[config.mk]
export PLATFORM = sky130hd
export DESIGN_NAME = afs_top
export DESIGN_NICKNAME = d
export VERILOG_FILES = /design/src/design/afs_pkg.sv /design/src/design/afs_timer.sv /design/src/design/afs_top.sv
export SDC_FILE = /design/constraint.sdc
export NUM_CORES = 1
export LEC_CHECK = 0
export BUFFER_PORTS_ARGS = -buffer_cell sky130_fd_sc_hd__buf_2
export CAP_MARGIN = 40
export CORE_MARGIN = 3
export CORE_UTILIZATION = 45
export CTS_CLUSTER_DIAMETER = 50
export DETAILED_ROUTE_END_ITERATION = 16
export PLACE_DENSITY_LB_ADDON = 0.2
export SLEW_MARGIN = 40
export SYNTH_ARGS = -nofsm -noshare
export SYNTH_HDL_FRONTEND = slang
export SYNTH_SLANG_ARGS = --single-unit
[constraint.sdc]
create_clock -name aclk -period 3.17 [get_ports aclk]
set_input_delay 0.634 -clock aclk [delete_from_list [all_inputs] [get_ports aclk]]
set_output_delay 0.634 -clock aclk [all_outputs]
set_load 0.005 [all_outputs]
[src/design/afs_pkg.sv]
// constants and carrier types of the analog output fallback selector
// assumes one 200 MHz clock and an AXI4-Lite register master
// Notes on behaviour
// - voltage starts at power-up choice until first measurement
// - current starts at power-up choice until first measurement
// - no-target timeout sets voltage low, high or hold
// - no-target timeout sets current independently low/high/hold
// - no-target delay counts uninterrupted absence, 5 ms steps
// - follower without sync sets voltage per option
// - follower without sync sets current per option
// - one shared no-sync delay, default zero
`default_nettype none
package afs_pkg;
  localparam int unsigned CLK_HZ        = 200000000;
  localparam int unsigned STEP_US       = 5000;
  localparam int unsigned STEP_CYCLES   = (CLK_HZ / 1000000) * STEP_US;
  localparam int unsigned DELAY_W       = 16;
  localparam logic [DELAY_W-1:0] DELAY_MAX = 16'hFFFF;
  // 5.46 minutes in 5 ms steps
  localparam logic [DELAY_W-1:0] NT_DELAY_LIMIT = 16'hFFF0;
  localparam logic [DELAY_W-1:0] NT_DELAY_RST   = 16'h0000;
  localparam logic [DELAY_W-1:0] NS_DELAY_RST   = 16'h0000;

  localparam logic [7:0] OFF_CTRL    = 8'h00;
  localparam logic [7:0] OFF_NTDLY   = 8'h04;
  localparam logic [7:0] OFF_NSDLY   = 8'h08;
  localparam logic [7:0] OFF_STATUS  = 8'h0C;
  localparam logic [7:0] OFF_IRQ_ST  = 8'h10;
  localparam logic [7:0] OFF_IRQ_MSK = 8'h14;

  typedef enum logic [1:0] {AFS_LOW, AFS_HIGH, AFS_HOLD, AFS_TRACK} afs_sel_t;

  // control register layout, high bits first
  typedef struct packed {
    logic       follower;
    logic [1:0] ns_cur;
    logic [1:0] ns_volt;
    logic [1:0] nt_cur;
    logic [1:0] nt_volt;
    logic       pu_cur;
    logic       pu_volt;
  } afs_cfg_t;
  localparam afs_cfg_t CFG_RST = afs_cfg_t'{1'b0, 2'h2, 2'h2, 2'h2, 2'h2, 1'b0, 1'b0};

  typedef struct packed {
    afs_sel_t volt;
    afs_sel_t cur;
  } afs_out_t;

  localparam int unsigned IRQ_W = 3;
  localparam logic [IRQ_W-1:0] IRQ_FIRST = 3'h1;
  localparam logic [IRQ_W-1:0] IRQ_NT    = 3'h2;
  localparam logic [IRQ_W-1:0] IRQ_NS    = 3'h4;
endpackage
`default_nettype wire

[src/design/afs_timer.sv]
// continuous-absence timer counted in 5 ms ticks
// assumes tick is a one-cycle enable and absent is synchronous
`default_nettype none
module afs_timer
  import afs_pkg::*;
#(
  parameter int unsigned W = DELAY_W
) (
  // clock and reset
  input  wire logic         aclk,
  input  wire logic         aresetn,
  // condition
  input  wire logic         absent,
  input  wire logic         tick,
  input  wire logic [W-1:0] delay,
  // result
  output var  logic         expired
);
  logic [W-1:0] cnt_reg;
  wire          at_limit = (cnt_reg >= delay);

  // any presence restarts the count
  always_ff @(posedge aclk) begin
    if (!aresetn || !absent) begin
      cnt_reg <= '0;
      expired <= 1'b0;
    end else begin
      if (tick && !at_limit) cnt_reg <= cnt_reg + 1'b1;
      expired <= at_limit && (tick || expired);
    end
  end
endmodule
`default_nettype wire

[src/design/afs_top.sv]
// analog output fallback selector with AXI4-Lite registers
// assumes engine strobes are on aclk; sync_present comes from a pin
`default_nettype none
module afs_top
  import afs_pkg::*;
#(
  parameter int unsigned TICK_CYCLES = STEP_CYCLES
) (
  // clock and reset
  input  wire logic        aclk,
  input  wire logic        aresetn,
  // axi4-lite write
  input  wire logic [7:0]  s_axi_awaddr,
  input  wire logic        s_axi_awvalid,
  output var  logic        s_axi_awready,
  input  wire logic [31:0] s_axi_wdata,
  input  wire logic [3:0]  s_axi_wstrb,
  input  wire logic        s_axi_wvalid,
  output var  logic        s_axi_wready,
  output var  logic [1:0]  s_axi_bresp,
  output var  logic        s_axi_bvalid,
  input  wire logic        s_axi_bready,
  // axi4-lite read
  input  wire logic [7:0]  s_axi_araddr,
  input  wire logic        s_axi_arvalid,
  output var  logic        s_axi_arready,
  output var  logic [31:0] s_axi_rdata,
  output var  logic [1:0]  s_axi_rresp,
  output var  logic        s_axi_rvalid,
  input  wire logic        s_axi_rready,
  // measurement engine
  input  wire logic        meas_done,
  input  wire logic        target_found_indicator,
  input  wire logic        sync_present,
  // analog stage
  output var  afs_out_t    level_sel,
  output var  logic        irq
);
  afs_cfg_t             cfg_reg;
  logic [DELAY_W-1:0]   ntdly_reg, nsdly_reg;
  logic [IRQ_W-1:0]     ist_reg, imsk_reg;
  logic                 first_done_reg;
  logic                 sync_s1_reg, sync_s2_reg;
  logic [31:0]          div_reg;
  logic                 tick_reg;
  logic                 nt_exp, ns_exp, nt_exp_d_reg, ns_exp_d_reg;
  logic                 nt_lat_reg, ns_lat_reg;

  // sync pin is asynchronous to aclk
  always_ff @(posedge aclk) begin
    if (!aresetn) begin
      sync_s1_reg <= 1'b0;
      sync_s2_reg <= 1'b0;
    end else begin
      sync_s1_reg <= sync_present;
      sync_s2_reg <= sync_s1_reg;
    end
  end

  // 5 ms step enable
  wire div_wrap = (div_reg >= TICK_CYCLES - 1);
  always_ff @(posedge aclk) begin
    if (!aresetn) begin
      div_reg  <= '0;
      tick_reg <= 1'b0;
    end else begin
      div_reg  <= div_wrap ? '0 : div_reg + 32'h1;
      tick_reg <= div_wrap;
    end
  end

  afs_timer #(.W(DELAY_W)) u_nt (
    .aclk    (aclk),
    .aresetn (aresetn),
    .absent  (!target_found_indicator),
    .tick    (tick_reg),
    .delay   (ntdly_reg),
    .expired (nt_exp)
  );

  // single no-sync delay for all outputs
  afs_timer #(.W(DELAY_W)) u_ns (
    .aclk    (aclk),
    .aresetn (aresetn),
    .absent  (cfg_reg.follower && !sync_s2_reg),
    .tick    (tick_reg),
    .delay   (nsdly_reg),
    .expired (ns_exp)
  );

  wire nt_rise = nt_exp && !nt_exp_d_reg;
  wire ns_rise = ns_exp && !ns_exp_d_reg;

  // a fallback stays until the next completed measurement after its cause clears
  always_ff @(posedge aclk) begin
    if (!aresetn) begin
      first_done_reg <= 1'b0;
      nt_exp_d_reg   <= 1'b0;
      ns_exp_d_reg   <= 1'b0;
      nt_lat_reg     <= 1'b0;
      ns_lat_reg     <= 1'b0;
    end else begin
      nt_exp_d_reg <= nt_exp;
      ns_exp_d_reg <= ns_exp;
      if (meas_done) first_done_reg <= 1'b1;
      if (nt_exp) nt_lat_reg <= 1'b1;
      else if (meas_done) nt_lat_reg <= 1'b0;
      if (ns_exp) ns_lat_reg <= 1'b1;
      else if (meas_done) ns_lat_reg <= 1'b0;
    end
  end

  function automatic afs_sel_t pick(input logic [1:0] opt);
    pick = afs_sel_t'(opt);
  endfunction

  // priority: power-up, then lost sync, then no target, else track
  afs_out_t sel_next;
  always_comb begin
    sel_next.volt = AFS_TRACK;
    sel_next.cur  = AFS_TRACK;
    if (!first_done_reg) begin
      sel_next.volt = cfg_reg.pu_volt ? AFS_HIGH : AFS_LOW;
      sel_next.cur  = cfg_reg.pu_cur ? AFS_HIGH : AFS_LOW;
    end else if (ns_lat_reg) begin
      sel_next.volt = pick(cfg_reg.ns_volt);
      sel_next.cur  = pick(cfg_reg.ns_cur);
    end else if (nt_lat_reg) begin
      sel_next.volt = pick(cfg_reg.nt_volt);
      sel_next.cur  = pick(cfg_reg.nt_cur);
    end
  end

  // events: first measurement, no-target timeout, no-sync timeout
  wire [IRQ_W-1:0] ev = {ns_rise, nt_rise, meas_done && !first_done_reg};

  // axi4-lite write path: address and data may come in either order
  logic       aw_held_reg, w_held_reg;
  logic [7:0] aw_addr_reg;
  logic [31:0] w_data_reg;
  logic [3:0] w_strb_reg;
  wire        wr_go = aw_held_reg && w_held_reg && !s_axi_bvalid;
  wire [31:0] wmask = {{8{w_strb_reg[3]}}, {8{w_strb_reg[2]}}, {8{w_strb_reg[1]}}, {8{w_strb_reg[0]}}};
  wire        wr_ctrl = wr_go && (aw_addr_reg == OFF_CTRL);
  wire        wr_nt   = wr_go && (aw_addr_reg == OFF_NTDLY);
  wire        wr_ns   = wr_go && (aw_addr_reg == OFF_NSDLY);
  wire        wr_ist  = wr_go && (aw_addr_reg == OFF_IRQ_ST);
  wire        wr_msk  = wr_go && (aw_addr_reg == OFF_IRQ_MSK);
  wire        wr_hit  = wr_ctrl || wr_nt || wr_ns || wr_ist || wr_msk;
  wire [31:0] cfg_w   = (32'(cfg_reg) & ~wmask) | (w_data_reg & wmask);
  wire [31:0] nt_w    = (32'(ntdly_reg) & ~wmask) | (w_data_reg & wmask);
  wire [31:0] ns_w    = (32'(nsdly_reg) & ~wmask) | (w_data_reg & wmask);
  wire [31:0] msk_w   = (32'(imsk_reg) & ~wmask) | (w_data_reg & wmask);
  wire [IRQ_W-1:0] clr = wr_ist ? (w_data_reg[IRQ_W-1:0] & wmask[IRQ_W-1:0]) : '0;
  wire [DELAY_W-1:0] nt_cap = (nt_w[DELAY_W-1:0] > NT_DELAY_LIMIT) ? NT_DELAY_LIMIT : nt_w[DELAY_W-1:0];

  always_ff @(posedge aclk) begin
    if (!aresetn) begin
      aw_held_reg   <= 1'b0;
      w_held_reg    <= 1'b0;
      aw_addr_reg   <= 8'h00;
      w_data_reg    <= 32'h0;
      w_strb_reg    <= 4'h0;
      s_axi_bvalid  <= 1'b0;
      s_axi_bresp   <= 2'h0;
    end else begin
      if (s_axi_awvalid && s_axi_awready) begin
        aw_held_reg <= 1'b1;
        aw_addr_reg <= s_axi_awaddr;
      end else if (wr_go) aw_held_reg <= 1'b0;
      if (s_axi_wvalid && s_axi_wready) begin
        w_held_reg <= 1'b1;
        w_data_reg <= s_axi_wdata;
        w_strb_reg <= s_axi_wstrb;
      end else if (wr_go) w_held_reg <= 1'b0;
      if (wr_go) begin
        s_axi_bvalid <= 1'b1;
        s_axi_bresp  <= wr_hit ? 2'h0 : 2'h2;
      end else if (s_axi_bready) s_axi_bvalid <= 1'b0;
    end
  end

  // readies come from flops; low at the first edge after reset, high from the second
  wire aw_take      = s_axi_awvalid && s_axi_awready;
  wire w_take       = s_axi_wvalid && s_axi_wready;
  wire ar_take      = s_axi_arvalid && s_axi_arready;
  wire aw_held_next = aw_take || (aw_held_reg && !wr_go);
  wire w_held_next  = w_take || (w_held_reg && !wr_go);
  wire rvalid_next  = ar_take || (s_axi_rvalid && !s_axi_rready);
  always_ff @(posedge aclk) begin
    if (!aresetn) begin
      s_axi_awready <= 1'b0;
      s_axi_wready  <= 1'b0;
      s_axi_arready <= 1'b0;
    end else begin
      s_axi_awready <= !aw_held_next;
      s_axi_wready  <= !w_held_next;
      s_axi_arready <= !rvalid_next;
    end
  end

  // register file
  always_ff @(posedge aclk) begin
    if (!aresetn) begin
      cfg_reg   <= CFG_RST;
      ntdly_reg <= NT_DELAY_RST;
      nsdly_reg <= NS_DELAY_RST;
      imsk_reg  <= '0;
      ist_reg   <= '0;
    end else begin
      if (wr_ctrl) cfg_reg <= afs_cfg_t'(cfg_w[$bits(afs_cfg_t)-1:0]);
      if (wr_nt) ntdly_reg <= nt_cap;
      if (wr_ns) nsdly_reg <= ns_w[DELAY_W-1:0];
      if (wr_msk) imsk_reg <= msk_w[IRQ_W-1:0];
      // a new event wins over a clear in the same cycle
      ist_reg <= (ist_reg & ~clr) | ev;
    end
  end

  // axi4-lite read path
  wire [31:0] stat_w = {28'h0, ns_lat_reg, nt_lat_reg, first_done_reg, sync_s2_reg};
  wire [7:0]  ra = s_axi_araddr;
  wire        rd_hit = (ra == OFF_CTRL) || (ra == OFF_NTDLY) || (ra == OFF_NSDLY) ||
                       (ra == OFF_STATUS) || (ra == OFF_IRQ_ST) || (ra == OFF_IRQ_MSK);
  wire [31:0] rd_val = (ra == OFF_CTRL)   ? 32'(cfg_reg) :
                       (ra == OFF_NTDLY)  ? 32'(ntdly_reg) :
                       (ra == OFF_NSDLY)  ? 32'(nsdly_reg) :
                       (ra == OFF_STATUS) ? stat_w :
                       (ra == OFF_IRQ_ST) ? 32'(ist_reg) :
                       (ra == OFF_IRQ_MSK) ? 32'(imsk_reg) : 32'h0;

  always_ff @(posedge aclk) begin
    if (!aresetn) begin
      s_axi_rvalid <= 1'b0;
      s_axi_rdata  <= 32'h0;
      s_axi_rresp  <= 2'h0;
    end else if (s_axi_arvalid && s_axi_arready) begin
      s_axi_rvalid <= 1'b1;
      s_axi_rdata  <= rd_val;
      s_axi_rresp  <= rd_hit ? 2'h0 : 2'h2;
    end else if (s_axi_rready) s_axi_rvalid <= 1'b0;
  end

  // outputs registered
  always_ff @(posedge aclk) begin
    if (!aresetn) begin
      level_sel <= afs_out_t'{AFS_LOW, AFS_LOW};
      irq       <= 1'b0;
    end else begin
      level_sel <= sel_next;
      irq       <= |(ist_reg & imsk_reg);
    end
  end

  a_powerup_hold: assert property (@(posedge aclk) disable iff (!aresetn)
    !first_done_reg && !cfg_reg.pu_volt |=> level_sel.volt == AFS_LOW)
    else $error("power-up voltage not low");
  a_powerup_cur: assert property (@(posedge aclk) disable iff (!aresetn)
    !first_done_reg && cfg_reg.pu_cur |=> level_sel.cur == AFS_HIGH)
    else $error("power-up current not high");
  a_first_sticky: assert property (@(posedge aclk) disable iff (!aresetn)
    first_done_reg |=> first_done_reg)
    else $error("power-up level came back");
  a_nt_volt: assert property (@(posedge aclk) disable iff (!aresetn)
    first_done_reg && nt_lat_reg && !ns_lat_reg |=> level_sel.volt == $past(pick(cfg_reg.nt_volt)))
    else $error("no-target voltage wrong");
  a_nt_cur: assert property (@(posedge aclk) disable iff (!aresetn)
    first_done_reg && nt_lat_reg && !ns_lat_reg |=> level_sel.cur == $past(pick(cfg_reg.nt_cur)))
    else $error("no-target current wrong");
  a_nt_reset: assert property (@(posedge aclk) disable iff (!aresetn)
    target_found_indicator |=> !nt_exp)
    else $error("no-target timer not restarted");
  a_nt_clamp: assert property (@(posedge aclk) disable iff (!aresetn)
    ntdly_reg <= NT_DELAY_LIMIT)
    else $error("no-target delay above its limit");
  a_ns_volt: assert property (@(posedge aclk) disable iff (!aresetn)
    first_done_reg && ns_lat_reg |=> level_sel.volt == $past(pick(cfg_reg.ns_volt)))
    else $error("no-sync voltage wrong");
  a_ns_cur: assert property (@(posedge aclk) disable iff (!aresetn)
    first_done_reg && ns_lat_reg |=> level_sel.cur == $past(pick(cfg_reg.ns_cur)))
    else $error("no-sync current wrong");
  a_ns_master: assert property (@(posedge aclk) disable iff (!aresetn)
    !cfg_reg.follower |=> !ns_exp)
    else $error("no-sync fired on master");
  a_resume_track: assert property (@(posedge aclk) disable iff (!aresetn)
    first_done_reg && !nt_exp && !ns_exp && meas_done |=> ##1 level_sel == afs_out_t'{AFS_TRACK, AFS_TRACK})
    else $error("tracking not resumed");
  a_event_wins: assert property (@(posedge aclk) disable iff (!aresetn)
    ev != '0 |=> (ist_reg & $past(ev)) == $past(ev))
    else $error("interrupt event lost");
  a_irq_follows: assert property (@(posedge aclk) disable iff (!aresetn)
    |(ist_reg & imsk_reg) |=> irq)
    else $error("interrupt output not raised");
  a_bresp_done: assert property (@(posedge aclk) disable iff (!aresetn)
    s_axi_bvalid && s_axi_bready |=> !s_axi_bvalid)
    else $error("write response not retired");
  a_rresp_done: assert property (@(posedge aclk) disable iff (!aresetn)
    s_axi_rvalid && s_axi_rready |=> !s_axi_rvalid)
    else $error("read response not retired");
  c_first: cover property (@(posedge aclk) meas_done && !first_done_reg);
  c_nt: cover property (@(posedge aclk) nt_rise);
  c_ns: cover property (@(posedge aclk) ns_rise);
  c_irq: cover property (@(posedge aclk) irq);
  c_resume: cover property (@(posedge aclk) nt_lat_reg && meas_done && !nt_exp);
endmodule
`default_nettype wire

==> results of run 1 <==
-- cell usage after synthesis, drive strengths merged, types with 4 or more instances --
cell / instances
o21ai: 34
clkbuf: 37
o21a: 8
xnor2: 6
a2111oi: 4
a22oi: 5
or4: 12
nand2b: 14
nand3: 40
buf: 26
nor2b: 37
dfxtp: 179
ha: 35
a21oi: 48
mux2i: 24
o211a: 4
nor4: 6
nand4: 23
a21boi: 53
inv: 51
nand2: 128
nor3: 10
mux4: 4
nor2: 53
a221oi: 6
o22ai: 10
nor3b: 5
and2: 11
xor2: 18
or3: 14
o31ai: 8
o211ai: 7
and3: 9
-- worst register-to-register path, cell delays in order (launching register included) --
cell	delay, ns
dfxtp_1	0.41
inv_1	0.07
ha_1	0.32
a21o_1	0.19
a2111oi_0	0.41
o31a_1	0.30
o21ai_1	0.09
buf_4	0.22
or4_1	0.52
a21oi_1	0.14
-- power by group --
group	switching [mW]	total (mW)	internal (mW)	leakage [nW]
logic	0.115	0.206	0.0907	1.90
registers	0.0442	2.34	2.30	1.45
clock network	0.926	2.10	1.18	0.285
total	1.09	4.65	3.57	3.63
-- placed cells by master, fill, tap and decap left out, types with 7 or more instances in the layout --
cell type and n:
dfxtp_1 179, nand2_1 127, buf_2 71, nor2_1 53, inv_1 51, a21oi_1 48, nand3_1 38, nor2b_1 37
a21boi_0 37, ha_1 35, o21ai_0 33, conb_1 30, mux2i_1 24, nand4_1 23, xor2_1 18, clkbuf_16 17
a21boi_1 16, buf_4 15, nand2b_1 14, or3_1 14, or4_1 11, and2_1 11, o22ai_1 10, nor3_1 10
and3_1 9, o21a_1 8, o31ai_1 8, o211ai_1 7
-- per-layer routing --
metal / GRT usage (%) / vias to the layer above
met5: 0 / -
met4: 5.505 / 0
met3: 3.360 / 22
met2: 29.37 / 156
met1: 28.74 / 3119
li1: - / 3467
-- area by class of cell --
type / instances / area share [%]
clock buffers: 19 / 4.566
inverters: 51 / 2.019
multi-input cells: 698 / 46.08
repair buffers: 86 / 4.935
well taps: 229 / 3.022
clock inverters: 13 / 1.584
flip-flops and latches: 179 / 37.79
-- final timing paths --
check	start	endpoint	cells after the start
setup reg to reg	ntdly_reg[15]$_SDFFE_PN0P_	u_nt.cnt_reg[12]$_SDFFE_PP0P_	9
hold / removal	sync_present	sync_s1_reg$_SDFF_PN0_	2
hold reg to reg	sync_s1_reg$_SDFF_PN0_	sync_s2_reg$_SDFF_PN0_	1
setup / recovery	ntdly_reg[15]$_SDFFE_PN0P_	u_nt.cnt_reg[12]$_SDFFE_PP0P_	9
-- kinds of logic (layout without fill, tap and decap cells) --
family | count (synthesis) | after routing | share of synthesized area [%]
flops | 179 | 179 | 42.93
other cells | 1 | 30 | 0.04492
simple gates | 375 | 375 | 22.96
mux | 28 | 28 | 3.957
compound gates | 206 | 206 | 16.31
buf+inv | 114 | 169 | 6.040
fa+ha+maj | 35 | 35 | 5.246
xor+xnor | 24 | 24 | 2.518
-- per-stage QoR --
stage,instances,instance area (µm²),hold WS (ns),util [%]
after detailed placement,1243,8899,0.4348,49.20
final,1275,9482,0.4174,52.42
after global placement,1243,8899,0.4306,49.20
after floorplan,991,8457,0.4119,-
after CTS,1275,9482,0.4032,52.42
after global routing,1275,9482,0.4182,52.42
==> flow_summary.toml, run 1 <==
[worst_setup_path]
crit_arrival_ns = 3.11
path_cells = "inv_1 -> ha_1 -> a21o_1 -> a2111oi_0 -> o31a_1 -> o21ai_1 -> buf_4 -> or4_1 -> a21oi_1"
reg2reg_slack_ns = 0.41
critPathLaunchType = "register"
crit_type = "reg -> reg"
worst-path-buf-inv = 2
critPathSlowestCell = "or4_1"
critPathMaxFanout = 25
path_delay_family = "compound AO/OA/AOI/OAI gates"
slowest_delay_ns = 0.52
endpoint_kind = "register"
crit_required_ns = 3.52

[synth]
synth_seq_cells = 179
synthTopCellsByArea = "dfxtp_1 43%, nand2_1 5.7%, ha_1 5.2%"
synth-async-reset-ratio_pct = 0
yosysTopAreaCellShare_pct = 42.93
synth_edf_count = 0
seq_area_frac_synth_pct = 42.93
avgSynthCellArea_um2 = 8.678
ys_types = 59
synth_top_cell_by_area = "dfxtp_1"
synth_area_um2 = 8348
yosys_warnings = 0
synth_flop_cell = "dfxtp_1"
synthCells = 962

[clock_network]
clock_sinks = 179
cts_tree = "built"
clkTransAtPathRegs_ns = 0.07
cts_hold_buf = 0
numCtsBuffers = 17
h-tree-depth = 4
clock_path_buffers = 2
ctsResizeCount = 0
clock_latency_ns = 0.43
cts-root-buf = "clkbuf_16"
cts_setup_buffers = 0

[outcome]
status = "finished, final reports clean"

[drt]
viasPerCell = 5.305
ant_nets = 0
dr.pass1.iters = 6
top_layer_used = "met4"
drt-met1-wl_um = 9648
wl_met2_um = 8279
routed-wl-met3_um = 924
vias = 6764
wl_per_cell_um = 15.00
drt_iter0_drc = 361
wl_um = 19130
drc = 0

[sta]
max_slew_margin_pct = 57.34
fin_crit_ns = 2.757
rsz0062_at_grt = "false"
fin_tns_setup_ns = 0
fin_ws_ns = 0.4125
finClkSkew_ns = 0.007447
report.final.slew_viol_count = 0
fmaxAchievable_mhz = 362.7
tightest_slew_ns = 0.6380
period_share_pct = 86.99
finalSetupViolCount = 0
finalHoldViolations = 0

[layout]
nFillCells = 1771
nets = 1130
diodes = 0
layout.area.seq_um2 = 3583
drive_above_1_share_pct = 12.33
syn2layout_area_growth_pct = 13.58
multi_input_area_um2 = 4369

[power_and_ir_drop]
p_leak_nw = 3.634
power_per_cell_area_nw_per_um2 = 490.5
ir_drop_mv = 0.3838
design_power_total_mw = 4.651

[floorplanning]
rows = 49
io_pins = 108
core_um2 = 18090
initial_utilization_pct = 46.16
dieHeight_um = 142.2
die-area_um2 = 20220
die_w_um = 142.2

[global_routing]
antenna_found_initial = 0
grt_max_degree = 53
grt_usage_pct = 19.49
overflow = 0
grt_pass1_wl_um = 31860
grt_pass1_vias = 6187

[place]
pre_cts_ws_ns = 0.4506
dp_hpwl_um = 14070
io_buffers = 71
place_congestion = 0.8655

[run]
cap_violations = 0

[worst_hold_path]
hold_path_class = "in -> reg"
No activity file was read; power rests on OpenSTA's default activity.
==> run 2, diff against run 1 <==
--- a/config.mk
+++ b/config.mk
@@ -11,8 +11,7 @@
 export CORE_UTILIZATION = 45
 export CTS_CLUSTER_DIAMETER = 50
 export DETAILED_ROUTE_END_ITERATION = 16
-export PLACE_DENSITY_LB_ADDON = 0.2
-export SLEW_MARGIN = 40
+export PLACE_DENSITY_LB_ADDON = 0.3
 export SYNTH_ARGS = -nofsm -noshare
 export SYNTH_HDL_FRONTEND = slang
 export SYNTH_SLANG_ARGS = --single-unit
==> flow_summary.toml, run 2 (synthesis gave the netlist of run 1 again) <==
[place]
pre_cts_ws_ns = 0.3812
place_congestion = 0.8342
dp_hpwl_um = 13890
io_buffers = 71

[worst_setup_path]
startpoint = "ntdly_reg[6]$_SDFFE_PN0P_"
critPathCapture = "u_nt.cnt_reg[12]$_SDFFE_PP0P_"
reg2reg_slack_ns = 0.37
crit_arrival_ns = 3.16
critPathLaunchType = "register"
crit_required_ns = 3.52
critPathMaxFanout = 10
crit_type = "reg -> reg"
worstReg2RegStart = "ntdly_reg[6]$_SDFFE_PN0P_"
endpoint_kind = "register"
reg2reg_depth = 9
r2r_end = "u_nt.cnt_reg[12]$_SDFFE_PP0P_"

[sta]
tightest_slew_ns = 0.6559
max_slew_margin_pct = 56.28
finalSetupViolCount = 0
finalHoldViolations = 0
fin_crit_ns = 2.803
report.final.slew_viol_count = 0
fin_tns_setup_ns = 0
rsz0062_at_grt = "false"
fmaxAchievable_mhz = 356.8
fin_ws_ns = 0.3673
holdWs_ns = 0.4104
finClkSkew_ns = 0.008284
period_share_pct = 88.41

[clock_network]
ctsResizeCount = 0
clkTransAtPathRegs_ns = 0.06
clock_sinks = 179
cts_setup_buffers = 0
cts-root-buf = "clkbuf_16"
cts_tree = "built"
clock_latency_ns = 0.43
h-tree-depth = 4
clock_path_buffers = 2
cts_hold_buf = 0
numCtsBuffers = 17

[layout]
diodes = 0
syn2layout_area_growth_pct = 13.65
nets = 1132
drive_above_1_share_pct = 12.52
utilization_pct = 52.46
final_cell_mix = "179 x dfxtp_1, 127 x nand2_1, 71 x buf_2"
layout_commonest_cell = "dfxtp_1"

[power_and_ir_drop]
power_per_cell_area_nw_per_um2 = 483.0
p_leak_nw = 3.635
ir_drop_mv = 0.3558

[floorplanning]
initial_utilization_pct = 46.16
die_w_um = 142.2
die-area_um2 = 20220
rows = 49
core_um2 = 18090
io_pins = 108
dieHeight_um = 142.2

[global_routing]
grt_usage_pct = 19.36
grt_pass1_vias = 6219
antenna_found_initial = 0
overflow = 0
grt_pass1_wl_um = 31480
grt_max_degree = 117

[worst_hold_path]
hold_path_class = "in -> reg"
min_path_cells = 2

[drt]
wl_um = 19080
wl_per_cell_um = 14.97
dr.pass1.iters = 5
drc = 0
vias = 6874
viasPerCell = 5.391
drt_iter0_drc = 420
ant_nets = 0

[run]
cap_violations = 0

[outcome]
status = "finished, final reports clean"
[run 2: final cells by class]
type,count,area (µm²)
clock buffer,18,439.2
clock inverter,12,122.6
fill,1681,8598
inverter,51,191.4
multi-input combinational,698,4369
sequential,179,3583
tap,229,286.5
timing repair buffer,88,495.5
[run 2: power breakdown]
| group | switching (mW) | leakage [nW] | internal (mW) |
|---|---|---|---|
| logic | 0.116 | 1.91 | 0.0917 |
| clock network | 0.923 | 0.272 | 1.11 |
| registers | 0.0448 | 1.45 | 2.30 |
[run 2: metal layers]
metal	vias to the layer above	routed length (µm)	share of wire [%]	GRT usage, %
li1	3467	-	-	-
met2	168	8146	43	28.32
met4	0	339	1.8	6.313
met1	3210	9607	50	28.74
met3	29	991	5.2	3.595
met5	-	0	0	0
[run 2: per-stage QoR]
step	cell area, µm²	total power [mW]	std cells
floorplan	8457	2.527	991
global placement	8919	2.595	1244
detailed placement	8926	2.599	1245
CTS	9488	4.617	1275
global route	9488	4.755	1275
finish	9488	4.582	1275
[run 2: worst max-delay path, stage by stage, from the launching register on]
cell,delay (ns)
dfxtp_1,0.37
inv_1,0.10
ha_1,0.31
a21o_1,0.17
a2111oi_0,0.39
o31a_1,0.29
o21ai_1,0.22
buf_4,0.23
or4_1,0.49
a21oi_1,0.14
[run 2: worst min path at each step]
stage | start | end | slack, ns
6_report | sync_present | sync_s1_reg$_SDFF_PN0_ | 0.41
5_1_grt | sync_present | sync_s1_reg$_SDFF_PN0_ | 0.40
4_1_cts | sync_present | sync_s1_reg$_SDFF_PN0_ | 0.40
3_5_place_dp | sync_s1_reg$_SDFF_PN0_ | sync_s2_reg$_SDFF_PN0_ | 0.43
3_3_place_gp | sync_s1_reg$_SDFF_PN0_ | sync_s2_reg$_SDFF_PN0_ | 0.43
2_1_floorplan | sync_s1_reg$_SDFF_PN0_ | sync_s2_reg$_SDFF_PN0_ | 0.41
